### config.mk
export PLATFORM = sky130hd
export DESIGN_NAME = pacg_port_mux
export DESIGN_NICKNAME = d
export VERILOG_FILES = /design/src/rtl/pacg_pkg.sv /design/src/rtl/pacg_sync_if.sv /design/src/rtl/pacg_pin_sync.sv /design/src/rtl/pacg_port_mux.sv
export VERILOG_INCLUDE_DIRS = /design/src /design/src/rtl
export SDC_FILE = /design/constraint.sdc
export NUM_CORES = 1
export LEC_CHECK = 0
export BUFFER_PORTS_ARGS = -buffer_cell sky130_fd_sc_hd__buf_4
export CORE_MARGIN = 2
export CORE_UTILIZATION = 30
export DETAILED_ROUTE_END_ITERATION = 7
export GPL_TIMING_DRIVEN = 0
export MAX_ROUTING_LAYER = met4
export PLACE_DENSITY = 0.63
export SLEW_MARGIN = 20
export SYNTH_ARGS = -nofsm -noshare
export SYNTH_HDL_FRONTEND = slang
export SYNTH_SLANG_ARGS = --single-unit
### constraint.sdc
create_clock -name clk_sys -period 1.4 [get_ports clk_sys]
set_input_delay 0.07 -clock clk_sys [delete_from_list [all_inputs] [get_ports clk_sys]]
set_output_delay 0.07 -clock clk_sys [all_outputs]
set_load 0.01 [all_outputs]
### src/rtl/pacg_params.svh
`ifndef PACG_PARAMS_SVH
`define PACG_PARAMS_SVH

// ****************************************************************
// register indices, byte address is four times the index
// ****************************************************************
`define PACG_IDX_PORT_A_DATA   9'h000
`define PACG_IDX_RSVD_LOW      9'h001
`define PACG_IDX_PORT_A_DIR    9'h002
`define PACG_IDX_RSVD_HIGH     9'h003
`define PACG_IDX_PORT_C_DATA   9'h004
`define PACG_IDX_PORT_C_DIR    9'h006

// ****************************************************************
// reset values
// ****************************************************************
`define PACG_RST_PORT_A_DATA   6'h00
`define PACG_RST_PORT_A_DIR    6'h00
`define PACG_RST_PORT_C_DATA   2'h0
`define PACG_RST_PORT_C_DIR    2'h0
`define PACG_RST_READDATA      32'h0000_0000

// ****************************************************************
// field positions of shared pins
// ****************************************************************
`define PACG_SPI_MISO_BIT      0
`define PACG_SPI_MOSI_BIT      1
`define PACG_SPI_SCK_BIT       2
`define PACG_SPI_SS_BIT        3
`define PACG_LINK_CLK_BIT      0
`define PACG_LINK_INT_BIT      1
`define PACG_SYNC_LINK_INT     7

`endif

### src/rtl/pacg_pkg.sv
// ****************************************************************
// shared types
// ****************************************************************
package pacg_pkg;

  typedef enum logic {
    PACG_BUS_IDLE,
    PACG_BUS_ACK
  } pacg_bus_e;

  typedef logic [5:0] pacg_port_a_t;
  typedef logic [1:0] pacg_port_c_t;
  typedef logic [8:0] pacg_index_t;

endpackage : pacg_pkg

### src/rtl/pacg_sync_if.sv
`timescale 1ns/1ps
`default_nettype none

// ****************************************************************
// raw pin levels in, synchronised levels out
// ****************************************************************
interface pacg_sync_if;
  logic [7:0] raw;    // {port c, port a} as seen at the pins
  logic [7:0] level;  // same after two flops

  modport owner  (output raw, input level);
  modport syncer (input raw, output level);
endinterface : pacg_sync_if

`default_nettype wire

### src/rtl/pacg_pin_sync.sv
`timescale 1ns/1ps
`default_nettype none

// ****************************************************************
// two-flop synchroniser for all port pins
// ****************************************************************
module pacg_pin_sync (
  input  wire logic  clk_sys,
  input  wire logic  reset,
  pacg_sync_if.syncer sync
);

  logic [7:0] meta_q;
  logic [7:0] meta_d;
  logic [7:0] level_q;
  logic [7:0] level_d;

  // first stage feeds only the second stage
  always_comb begin
    meta_d  = sync.raw;
    level_d = meta_q;
  end

  // stage registers
  always_ff @(posedge clk_sys) begin
    if (reset) begin
      meta_q  <= 8'h00;
      level_q <= 8'h00;
    end else begin
      meta_q  <= meta_d;
      level_q <= level_d;
    end
  end

  assign sync.level = level_q;

endmodule : pacg_pin_sync

`default_nettype wire

### src/rtl/pacg_port_mux.sv
// Function
// a data bit reads back the stored value when its direction bit is 1, else the synced pin.
// port A pins 2, 1 and 0 carry SPI clock, master-out and master-in when SPI owns them.
// port C pin 1 carries the die link interrupt in and pin 0 the die link clock out.
// a pin not taken by its peripheral is plain GPIO steered by its data and direction bits.
// port A direction bits 5 to 0 drive the pin when 1 and leave it high impedance when 0.
// while SPI owns a port A pin the SPI sets its direction and the stored bits stay as they are.
// the reserved words at indices 1 and 3 read zero and ignore writes.
// the port A direction register is readable and writable any time and resets to zero.
// the port C data register is readable and writable any time in every mode.
// port A pin 3 carries SPI slave select when SPI owns it, else it is GPIO.
// bits 7 and 6 of port A data and direction read zero and ignore writes.
//
// The Avalon-MM register port was left to the implementer.
`include "pacg_params.svh"
`timescale 1ns/1ps
`default_nettype none

module pacg_port_mux (
  input  wire logic        clk_sys,
  input  wire logic        reset,
  input  wire logic [10:0] avs_address,
  input  wire logic        avs_read,
  input  wire logic        avs_write,
  input  wire logic [31:0] avs_writedata,
  input  wire logic [3:0]  avs_byteenable,
  output logic      [31:0] avs_readdata,
  output logic             avs_waitrequest,
  input  wire logic [3:0]  spi_pin_own,
  input  wire logic [3:0]  spi_pin_out,
  input  wire logic [3:0]  spi_pin_oe,
  output logic      [3:0]  spi_pin_in,
  input  wire logic        die_link_enable,
  input  wire logic        die_link_clock_src,
  output logic             die_link_interrupt_in,
  input  wire logic [5:0]  pa_pin_in,
  output logic      [5:0]  pa_pin_out,
  output logic      [5:0]  pa_pin_oe,
  input  wire logic [1:0]  pc_pin_in,
  output logic      [1:0]  pc_pin_out,
  output logic      [1:0]  pc_pin_oe
);

  // ****************************************************************
  // declarations
  // ****************************************************************
  pacg_pkg::pacg_bus_e     bus_q;
  pacg_pkg::pacg_bus_e     bus_d;
  logic                    wait_q;
  logic                    wait_d;
  logic [31:0]             rdata_q;
  logic [31:0]             rdata_d;
  pacg_pkg::pacg_port_a_t  port_a_data_bits_q;
  pacg_pkg::pacg_port_a_t  port_a_data_bits_d;
  pacg_pkg::pacg_port_a_t  port_a_direction_bits_q;
  pacg_pkg::pacg_port_a_t  port_a_direction_bits_d;
  pacg_pkg::pacg_port_c_t  port_c_data_bits_q;
  pacg_pkg::pacg_port_c_t  port_c_data_bits_d;
  pacg_pkg::pacg_port_c_t  port_c_direction_q;
  pacg_pkg::pacg_port_c_t  port_c_direction_d;
  pacg_pkg::pacg_port_a_t  pa_out_q;
  pacg_pkg::pacg_port_a_t  pa_out_d;
  pacg_pkg::pacg_port_a_t  pa_oe_q;
  pacg_pkg::pacg_port_a_t  pa_oe_d;
  pacg_pkg::pacg_port_c_t  pc_out_q;
  pacg_pkg::pacg_port_c_t  pc_out_d;
  pacg_pkg::pacg_port_c_t  pc_oe_q;
  pacg_pkg::pacg_port_c_t  pc_oe_d;
  pacg_pkg::pacg_index_t   index;
  logic [7:0]              read_value;
  pacg_pkg::pacg_port_a_t  pa_level;
  pacg_pkg::pacg_port_c_t  pc_level;

  pacg_sync_if sync_bus ();

  // ****************************************************************
  // pin synchroniser
  // ****************************************************************
  assign sync_bus.raw = {pc_pin_in, pa_pin_in};

  pacg_pin_sync pacg_pin_sync_inst (
    .clk_sys (clk_sys),
    .reset   (reset),
    .sync    (sync_bus.syncer)
  );

  assign pa_level = sync_bus.level[5:0];
  assign pc_level = sync_bus.level[7:6];

  // ****************************************************************
  // read view of a data register
  // ****************************************************************
  function automatic logic [7:0] pin_view(
    input logic [7:0] dir,
    input logic [7:0] store,
    input logic [7:0] pin
  );
    return (dir & store) | (~dir & pin);
  endfunction : pin_view

  // ****************************************************************
  // register read decode
  // ****************************************************************
  assign index = avs_address[10:2];

  // select the byte a read returns
  always_comb begin
    if (index == `PACG_IDX_PORT_A_DATA) begin
      read_value = pin_view({2'h0, port_a_direction_bits_q},
                            {2'h0, port_a_data_bits_q},
                            {2'h0, pa_level});  // see R1
    end else if (index == `PACG_IDX_PORT_A_DIR) begin
      read_value = {2'h0, port_a_direction_bits_q};  // see R8
    end else if (index == `PACG_IDX_PORT_C_DATA) begin
      read_value = pin_view({6'h00, port_c_direction_q},
                            {6'h00, port_c_data_bits_q},
                            {6'h00, pc_level});  // see R1
    end else if (index == `PACG_IDX_PORT_C_DIR) begin
      read_value = {6'h00, port_c_direction_q};
    end else begin
      read_value = 8'h00;  // reserved and unmapped
    end
  end

  // ****************************************************************
  // bus slave and register file
  // ****************************************************************
  // one wait cycle, then the answer; writes land at the answer edge
  always_comb begin
    bus_d                   = bus_q;
    wait_d                  = 1'b1;
    rdata_d                 = rdata_q;
    port_a_data_bits_d      = port_a_data_bits_q;
    port_a_direction_bits_d = port_a_direction_bits_q;
    port_c_data_bits_d      = port_c_data_bits_q;
    port_c_direction_d      = port_c_direction_q;
    case (bus_q)
      pacg_pkg::PACG_BUS_IDLE: begin
        if (avs_read || avs_write) begin
          bus_d   = pacg_pkg::PACG_BUS_ACK;
          wait_d  = 1'b0;
          rdata_d = {24'h000000, read_value};
        end
      end
      pacg_pkg::PACG_BUS_ACK: begin
        bus_d = pacg_pkg::PACG_BUS_IDLE;
        if (avs_write && avs_byteenable[0]) begin
          if (index == `PACG_IDX_PORT_A_DATA) begin
            port_a_data_bits_d = avs_writedata[5:0];
          end else if (index == `PACG_IDX_PORT_A_DIR) begin
            port_a_direction_bits_d = avs_writedata[5:0];  // see R8
          end else if (index == `PACG_IDX_PORT_C_DATA) begin
            port_c_data_bits_d = avs_writedata[1:0];
          end else if (index == `PACG_IDX_PORT_C_DIR) begin
            port_c_direction_d = avs_writedata[1:0];
          end
        end
      end
      default: begin
        bus_d = pacg_pkg::PACG_BUS_IDLE;
      end
    endcase
  end

  // bus and register state
  always_ff @(posedge clk_sys) begin
    if (reset) begin
      bus_q                   <= pacg_pkg::PACG_BUS_IDLE;
      wait_q                  <= 1'b1;
      rdata_q                 <= `PACG_RST_READDATA;
      port_a_data_bits_q      <= `PACG_RST_PORT_A_DATA;
      port_a_direction_bits_q <= `PACG_RST_PORT_A_DIR;
      port_c_data_bits_q      <= `PACG_RST_PORT_C_DATA;
      port_c_direction_q      <= `PACG_RST_PORT_C_DIR;
    end else begin
      bus_q                   <= bus_d;
      wait_q                  <= wait_d;
      rdata_q                 <= rdata_d;
      port_a_data_bits_q      <= port_a_data_bits_d;
      port_a_direction_bits_q <= port_a_direction_bits_d;
      port_c_data_bits_q      <= port_c_data_bits_d;
      port_c_direction_q      <= port_c_direction_d;
    end
  end

  assign avs_readdata    = rdata_q;
  assign avs_waitrequest = wait_q;

  // ****************************************************************
  // pin drive selection
  // ****************************************************************
  // spi owns pins 3..0 bit by bit; stored direction is only bypassed
  always_comb begin
    pa_oe_d  = port_a_direction_bits_q;  // see R4
    pa_out_d = port_a_data_bits_q;
    for (int i = 0; i < 4; i++) begin
      if (spi_pin_own[i]) begin
        pa_oe_d[i]  = spi_pin_oe[i];   // see R2 see R6
        pa_out_d[i] = spi_pin_out[i];  // see R2
      end
    end
    if (die_link_enable) begin
      pc_oe_d  = 2'b01;  // clock out driven, interrupt pin listens
      pc_out_d = {port_c_data_bits_q[`PACG_LINK_INT_BIT], die_link_clock_src};
    end else begin
      pc_oe_d  = port_c_direction_q;
      pc_out_d = port_c_data_bits_q;
    end
  end

  // registered pin outputs
  always_ff @(posedge clk_sys) begin
    if (reset) begin
      pa_out_q <= 6'h00;
      pa_oe_q  <= 6'h00;
      pc_out_q <= 2'h0;
      pc_oe_q  <= 2'h0;
    end else begin
      pa_out_q <= pa_out_d;
      pa_oe_q  <= pa_oe_d;
      pc_out_q <= pc_out_d;
      pc_oe_q  <= pc_oe_d;
    end
  end

  assign pa_pin_out = pa_out_q;
  assign pa_pin_oe  = pa_oe_q;
  assign pc_pin_out = pc_out_q;
  assign pc_pin_oe  = pc_oe_q;

  // peripheral inputs come straight from the synchroniser flops
  assign spi_pin_in            = pa_level[3:0];  // see R2
  assign die_link_interrupt_in = sync_bus.level[`PACG_SYNC_LINK_INT];
endmodule : pacg_port_mux

`default_nettype wire

==> impl_table.tex <==
\begin{tabular}{lr}
\hline
Metric & Value \\
\hline
\multicolumn{2}{l}{\textbf{Detailed routing}} \\
Initial detailed-routing violation count & 69 \\
Mean number of vias per cell & 3.99 \\
ANT nets after route & 0 \\
Wire length after detailed routing & 5040 µm \\
DRC viols & 0 \\
Number of search-and-repair iterations in the first detailed-routing pass & 5 \\
Number of vias after detailed routing & 1778 \\
Wirelength per Cell & 11.3 µm \\
\multicolumn{2}{l}{\textbf{Global routing}} \\
Global route total overflow & 0 \\
Largest net degree at the start of global routing & 16 \\
Tot GR Track Use & 12.9\% \\
Number of antenna violations at the first check in global routing & 0 \\
Wire length of the first global-routing pass & 8340 µm \\
Vias in the first global route & 1758 \\
\multicolumn{2}{l}{\textbf{Cells and area}} \\
Final core utilization & 42.8\% \\
Post-synthesis to final-layout area growth & 41.0\% \\
Antenna Cells & 0 \\
Share of layout cells above drive strength 1 & 32.0\% \\
Final net count & 417 \\
\multicolumn{2}{l}{\textbf{Critical path}} \\
Depth of the most critical reg-to-reg path & 3 \\
Critical R2R Capture & avs\_readdata[1]\$\_SDFFE\_PP0P\_ \\
Nature of the critical path endpoint & flip-flop \\
Arrival time at the worst endpoint & 1.44 ns \\
Crit Path Category & in2reg \\
Worst setup SP type & primary input \\
Top fanout value on the critical path & 10 \\
Required time reported for the critical path endpoint & 1.58 ns \\
Worst setup slack for register-to-register paths & 0.15 ns \\
Beginning of the worst register-to-register path & bus\_q\$\_SDFF\_PP0\_ \\
\multicolumn{2}{l}{\textbf{Pwr}} \\
Internal power & 2200 µW \\
Net Switching & 665 µW \\
Pwr dens & 877 nW/µm² \\
Worst IR drop on VDD & 360 µV \\
Static power due to leakage & 0.00159 µW \\
Share of total power in combinational logic & 13.6\% \\
Switching power share of the total & 23.2\% \\
Share of total power in sequential cells & 57.4\% \\
Design Power & 2860 µW \\
Clock group share of total power & 29.0\% \\
\multicolumn{2}{l}{\textbf{Synthesis}} \\
Top cells by count, synth & sky130\_fd\_sc\_hd\_\_dfxtp\_1 (56), sky130\_fd\_sc\_hd\_\_buf\_4 (30), sky130\_fd\_sc\_hd\_\_nand2b\_1 (26), sky130\_fd\_sc\_hd\_\_mux2i\_1 (25), sky130\_fd\_sc\_hd\_\_nor2b\_1 (18) \\
Most area-hungry cell type in the Yosys netlist & sky130\_fd\_sc\_hd\_\_dfxtp\_1 \\
Top FF cell, synth & sky130\_fd\_sc\_hd\_\_dfxtp\_1 \\
Sequential-to-total area share from yosys stat & 48.5\% \\
Largest cells by area after synthesis & sky130\_fd\_sc\_hd\_\_dfxtp\_1 (48\%), sky130\_fd\_sc\_hd\_\_mux2i\_1 (11\%), sky130\_fd\_sc\_hd\_\_buf\_4 (9.7\%) \\
Count of cell types in the netlist & 26 \\
Cell with the most instances after synthesis & sky130\_fd\_sc\_hd\_\_dfxtp\_1 \\
Number of enable flip-flop cells after synthesis & 0 \\
Fraction of synthesis flops using an asynchronous set or reset pin & 0\% \\
Number of cells produced by synthesis & 230 \\
Area share of the leading cell type in the synthesized netlist & 48.5\% \\
Cell area after technology mapping & 2310 µm² \\
Average footprint of a synthesized cell & 10.1 µm² \\
Number of warning messages in the yosys log & 0 \\
\#FFs+latches synth & 56 \\
\multicolumn{2}{l}{\textbf{Job}} \\
Max\_cap viols & 0 \\
\multicolumn{2}{l}{\textbf{Timing}} \\
Setup TNS Final & 0 ns \\
Final setup viols & 0 \\
Final hold violations & 0 \\
Hold Slack & 0.00704 ns \\
Setup repair after global routing missed its margin & false \\
Slack of the critical path & 0.140 ns \\
Final Max Slew Viols & 0 \\
Slew at the pin closest to its max-slew limit & 0.565 ns \\
Final cycle utilization of the critical path & 90.0\% \\
F\_max & 793 MHz \\
Skew final & 0.00467 ns \\
Time the final worst path needs with I/O delays and setup & 1.26 ns \\
Worst max-slew margin expressed relative to the limit & 62.4\% \\
\multicolumn{2}{l}{\textbf{Clock tree}} \\
Library cell used as clock root buffer & sky130\_fd\_sc\_hd\_\_clkbuf\_8 \\
H-tree depth & 2 \\
Clock Sinks & 56 \\
Inserted Clock Buffers & 5 \\
Worst-case clock buffer depth & 2 \\
CTS tree & built \\
Clock latency on the worst-skew pair & 0.30 ns \\
Post-CTS clock slew at the launch and capture registers of the worst setup and hold paths & 0.09 ns \\
\multicolumn{2}{l}{\textbf{Placed design}} \\
Final weighted congestion of routability-driven global placement & 0.815 \\
Count of buffers from port buffering & 67 \\
HPWL reported at the end of detailed placement & 3890 µm \\
Post-placement setup slack & -0.191 ns \\
\multicolumn{2}{l}{\textbf{Floorplanning}} \\
Area of the core & 7610 µm² \\
IO Count & 127 \\
Total die area & 8430 µm² \\
Initial standard-cell utilization of the core & 30.4\% \\
Vertical extent of the die & 91.8 µm \\
Number of cell rows & 32 \\
Die Span X & 91.8 µm \\
\multicolumn{2}{l}{\textbf{Hold path}} \\
Hold Path Cell Cnt & 3 \\
Hold Crit Class & in2reg \\
Critical hold path startpoint & spi\_pin\_out[3] \\
End point of the worst hold path & pa\_pin\_out[3]\$\_SDFF\_PP0\_ \\
\multicolumn{2}{l}{\textbf{Outcome}} \\
Run status & finished, final reports clean \\
\hline
\end{tabular}
## cells in the final DEF (no fill, tap or decap)
master and count:
sky130_fd_sc_hd__nand3_1 1, sky130_fd_sc_hd__clkinv_2 1, sky130_fd_sc_hd__or3_1 1, sky130_fd_sc_hd__nor3b_1 4
sky130_fd_sc_hd__nand4_1 3, sky130_fd_sc_hd__nor2b_1 18, sky130_fd_sc_hd__nand2_1 1, sky130_fd_sc_hd__nand2b_1 26
sky130_fd_sc_hd__o21ai_0 12, sky130_fd_sc_hd__nor4_4 2, sky130_fd_sc_hd__buf_1 1, sky130_fd_sc_hd__o311ai_0 4
sky130_fd_sc_hd__or4_4 1, sky130_fd_sc_hd__dlygate4sd3_1 13, sky130_fd_sc_hd__conb_1 26, sky130_fd_sc_hd__o21bai_1 1
sky130_fd_sc_hd__a32o_1 2, sky130_fd_sc_hd__o21ba_2 1, sky130_fd_sc_hd__mux2i_1 25, sky130_fd_sc_hd__nor4_2 1
sky130_fd_sc_hd__dfxtp_1 56, sky130_fd_sc_hd__inv_1 11, sky130_fd_sc_hd__nor2_1 15, sky130_fd_sc_hd__nor3_1 1
sky130_fd_sc_hd__clkbuf_1 8, sky130_fd_sc_hd__and3_1 1, sky130_fd_sc_hd__clkbuf_8 5, sky130_fd_sc_hd__a31o_1 4
sky130_fd_sc_hd__buf_4 99
## worst max path at each step
| stage | startpoint | end | slack, ns |
|---|---|---|---|
| floorplan | avs_address[8] | port_c_direction_q[0]$_SDFFE_PP0P_ | 0.20 |
| finish | reset | pa_pin_out[2]$_SDFF_PP0_ | 0.14 |
| global route | reset | pc_pin_oe[0]$_SDFF_PP0_ | 0.01 |
| CTS | bus_q$_SDFF_PP0_ | avs_readdata[1]$_SDFFE_PP0P_ | 0.12 |
| detailed placement | reset | pc_pin_oe[0]$_SDFF_PP0_ | -0.19 |
| global placement | reset | pc_pin_out[0]$_SDFF_PP0_ | -0.16 |
## what timing repair did
item,in CTS,in global routing
endpoints found under the hold margin,13,0
hold buffers,13,0
setup buffers,2,0
resized for setup,0,0
endpoints found under the setup margin,2,0
## cells by family (layout without fill, tap and decap cells)
family | after synthesis | after routing | synth area share (%)
AO/OA/AOI/OAI | 24 | 24 | 7.25
buffers and inverters | 49 | 138 | 12.8
multiplexers | 25 | 25 | 10.8
flip-flops | 56 | 56 | 48.5
AND/OR/NAND/NOR | 75 | 75 | 20.5
other | 1 | 26 | 0.162
## area by class of cell
type	count	area, µm²
fillers	758	4350
flip-flops and latches	56	1120
multi-input cells	150	988
repair buffers	82	648
plain buffers	38	255
well taps	102	128
clock buffers	6	72.6
inverters	11	41.3
clock inverters	1	5.00
## power by group through the flow
stage / Combinational, µW / Clock, µW / Sequential, µW
after floorplan: 201 / 0 / 1680
after global placement: 355 / 0 / 1680
after detailed placement: 360 / 0 / 1680
after CTS: 389 / 855 / 1640
after global routing: 427 / 936 / 1650
final: 390 / 829 / 1640
## per-layer routing
layer	part of all wire [%]	global-route usage (%)
met1	45	14.8
met2	46	21.6
met4	2.3	4.48
met3	6.7	3.53
met5	0	-
## critical path, cell delays in order
cell and delay (ns):
sky130_fd_sc_hd__clkbuf_1 0.42, sky130_fd_sc_hd__clkbuf_1 0.46, sky130_fd_sc_hd__buf_1 0.38, sky130_fd_sc_hd__nor2_1 0.10
## sequential cells by signal, summed over array words and instances, names as in the netlist
| register | cells |
|---|---|
| port_c_direction_q | 2 |
| port_c_data_bits_q | 2 |
| port_a_direction_bits_q | 6 |
| port_a_data_bits_q | 6 |
| pacg_pin_sync_inst.sync.level | 8 |
| pa_pin_out | 6 |
| avs_waitrequest | 1 |
| pc_pin_out | 2 |
| avs_readdata | 6 |
| pa_pin_oe | 6 |
| pacg_pin_sync_inst.level_d | 8 |
| pc_pin_oe | 2 |
| bus_q | 1 |
## metrics by stage
step | area [µm²] | std cells
after detailed placement | 3040 | 424
after CTS | 3260 | 446
after global placement | 3040 | 424
after global routing | 3260 | 446
final | 3260 | 446
after floorplan | 2410 | 255
Power figures use the tool's default switching activity.
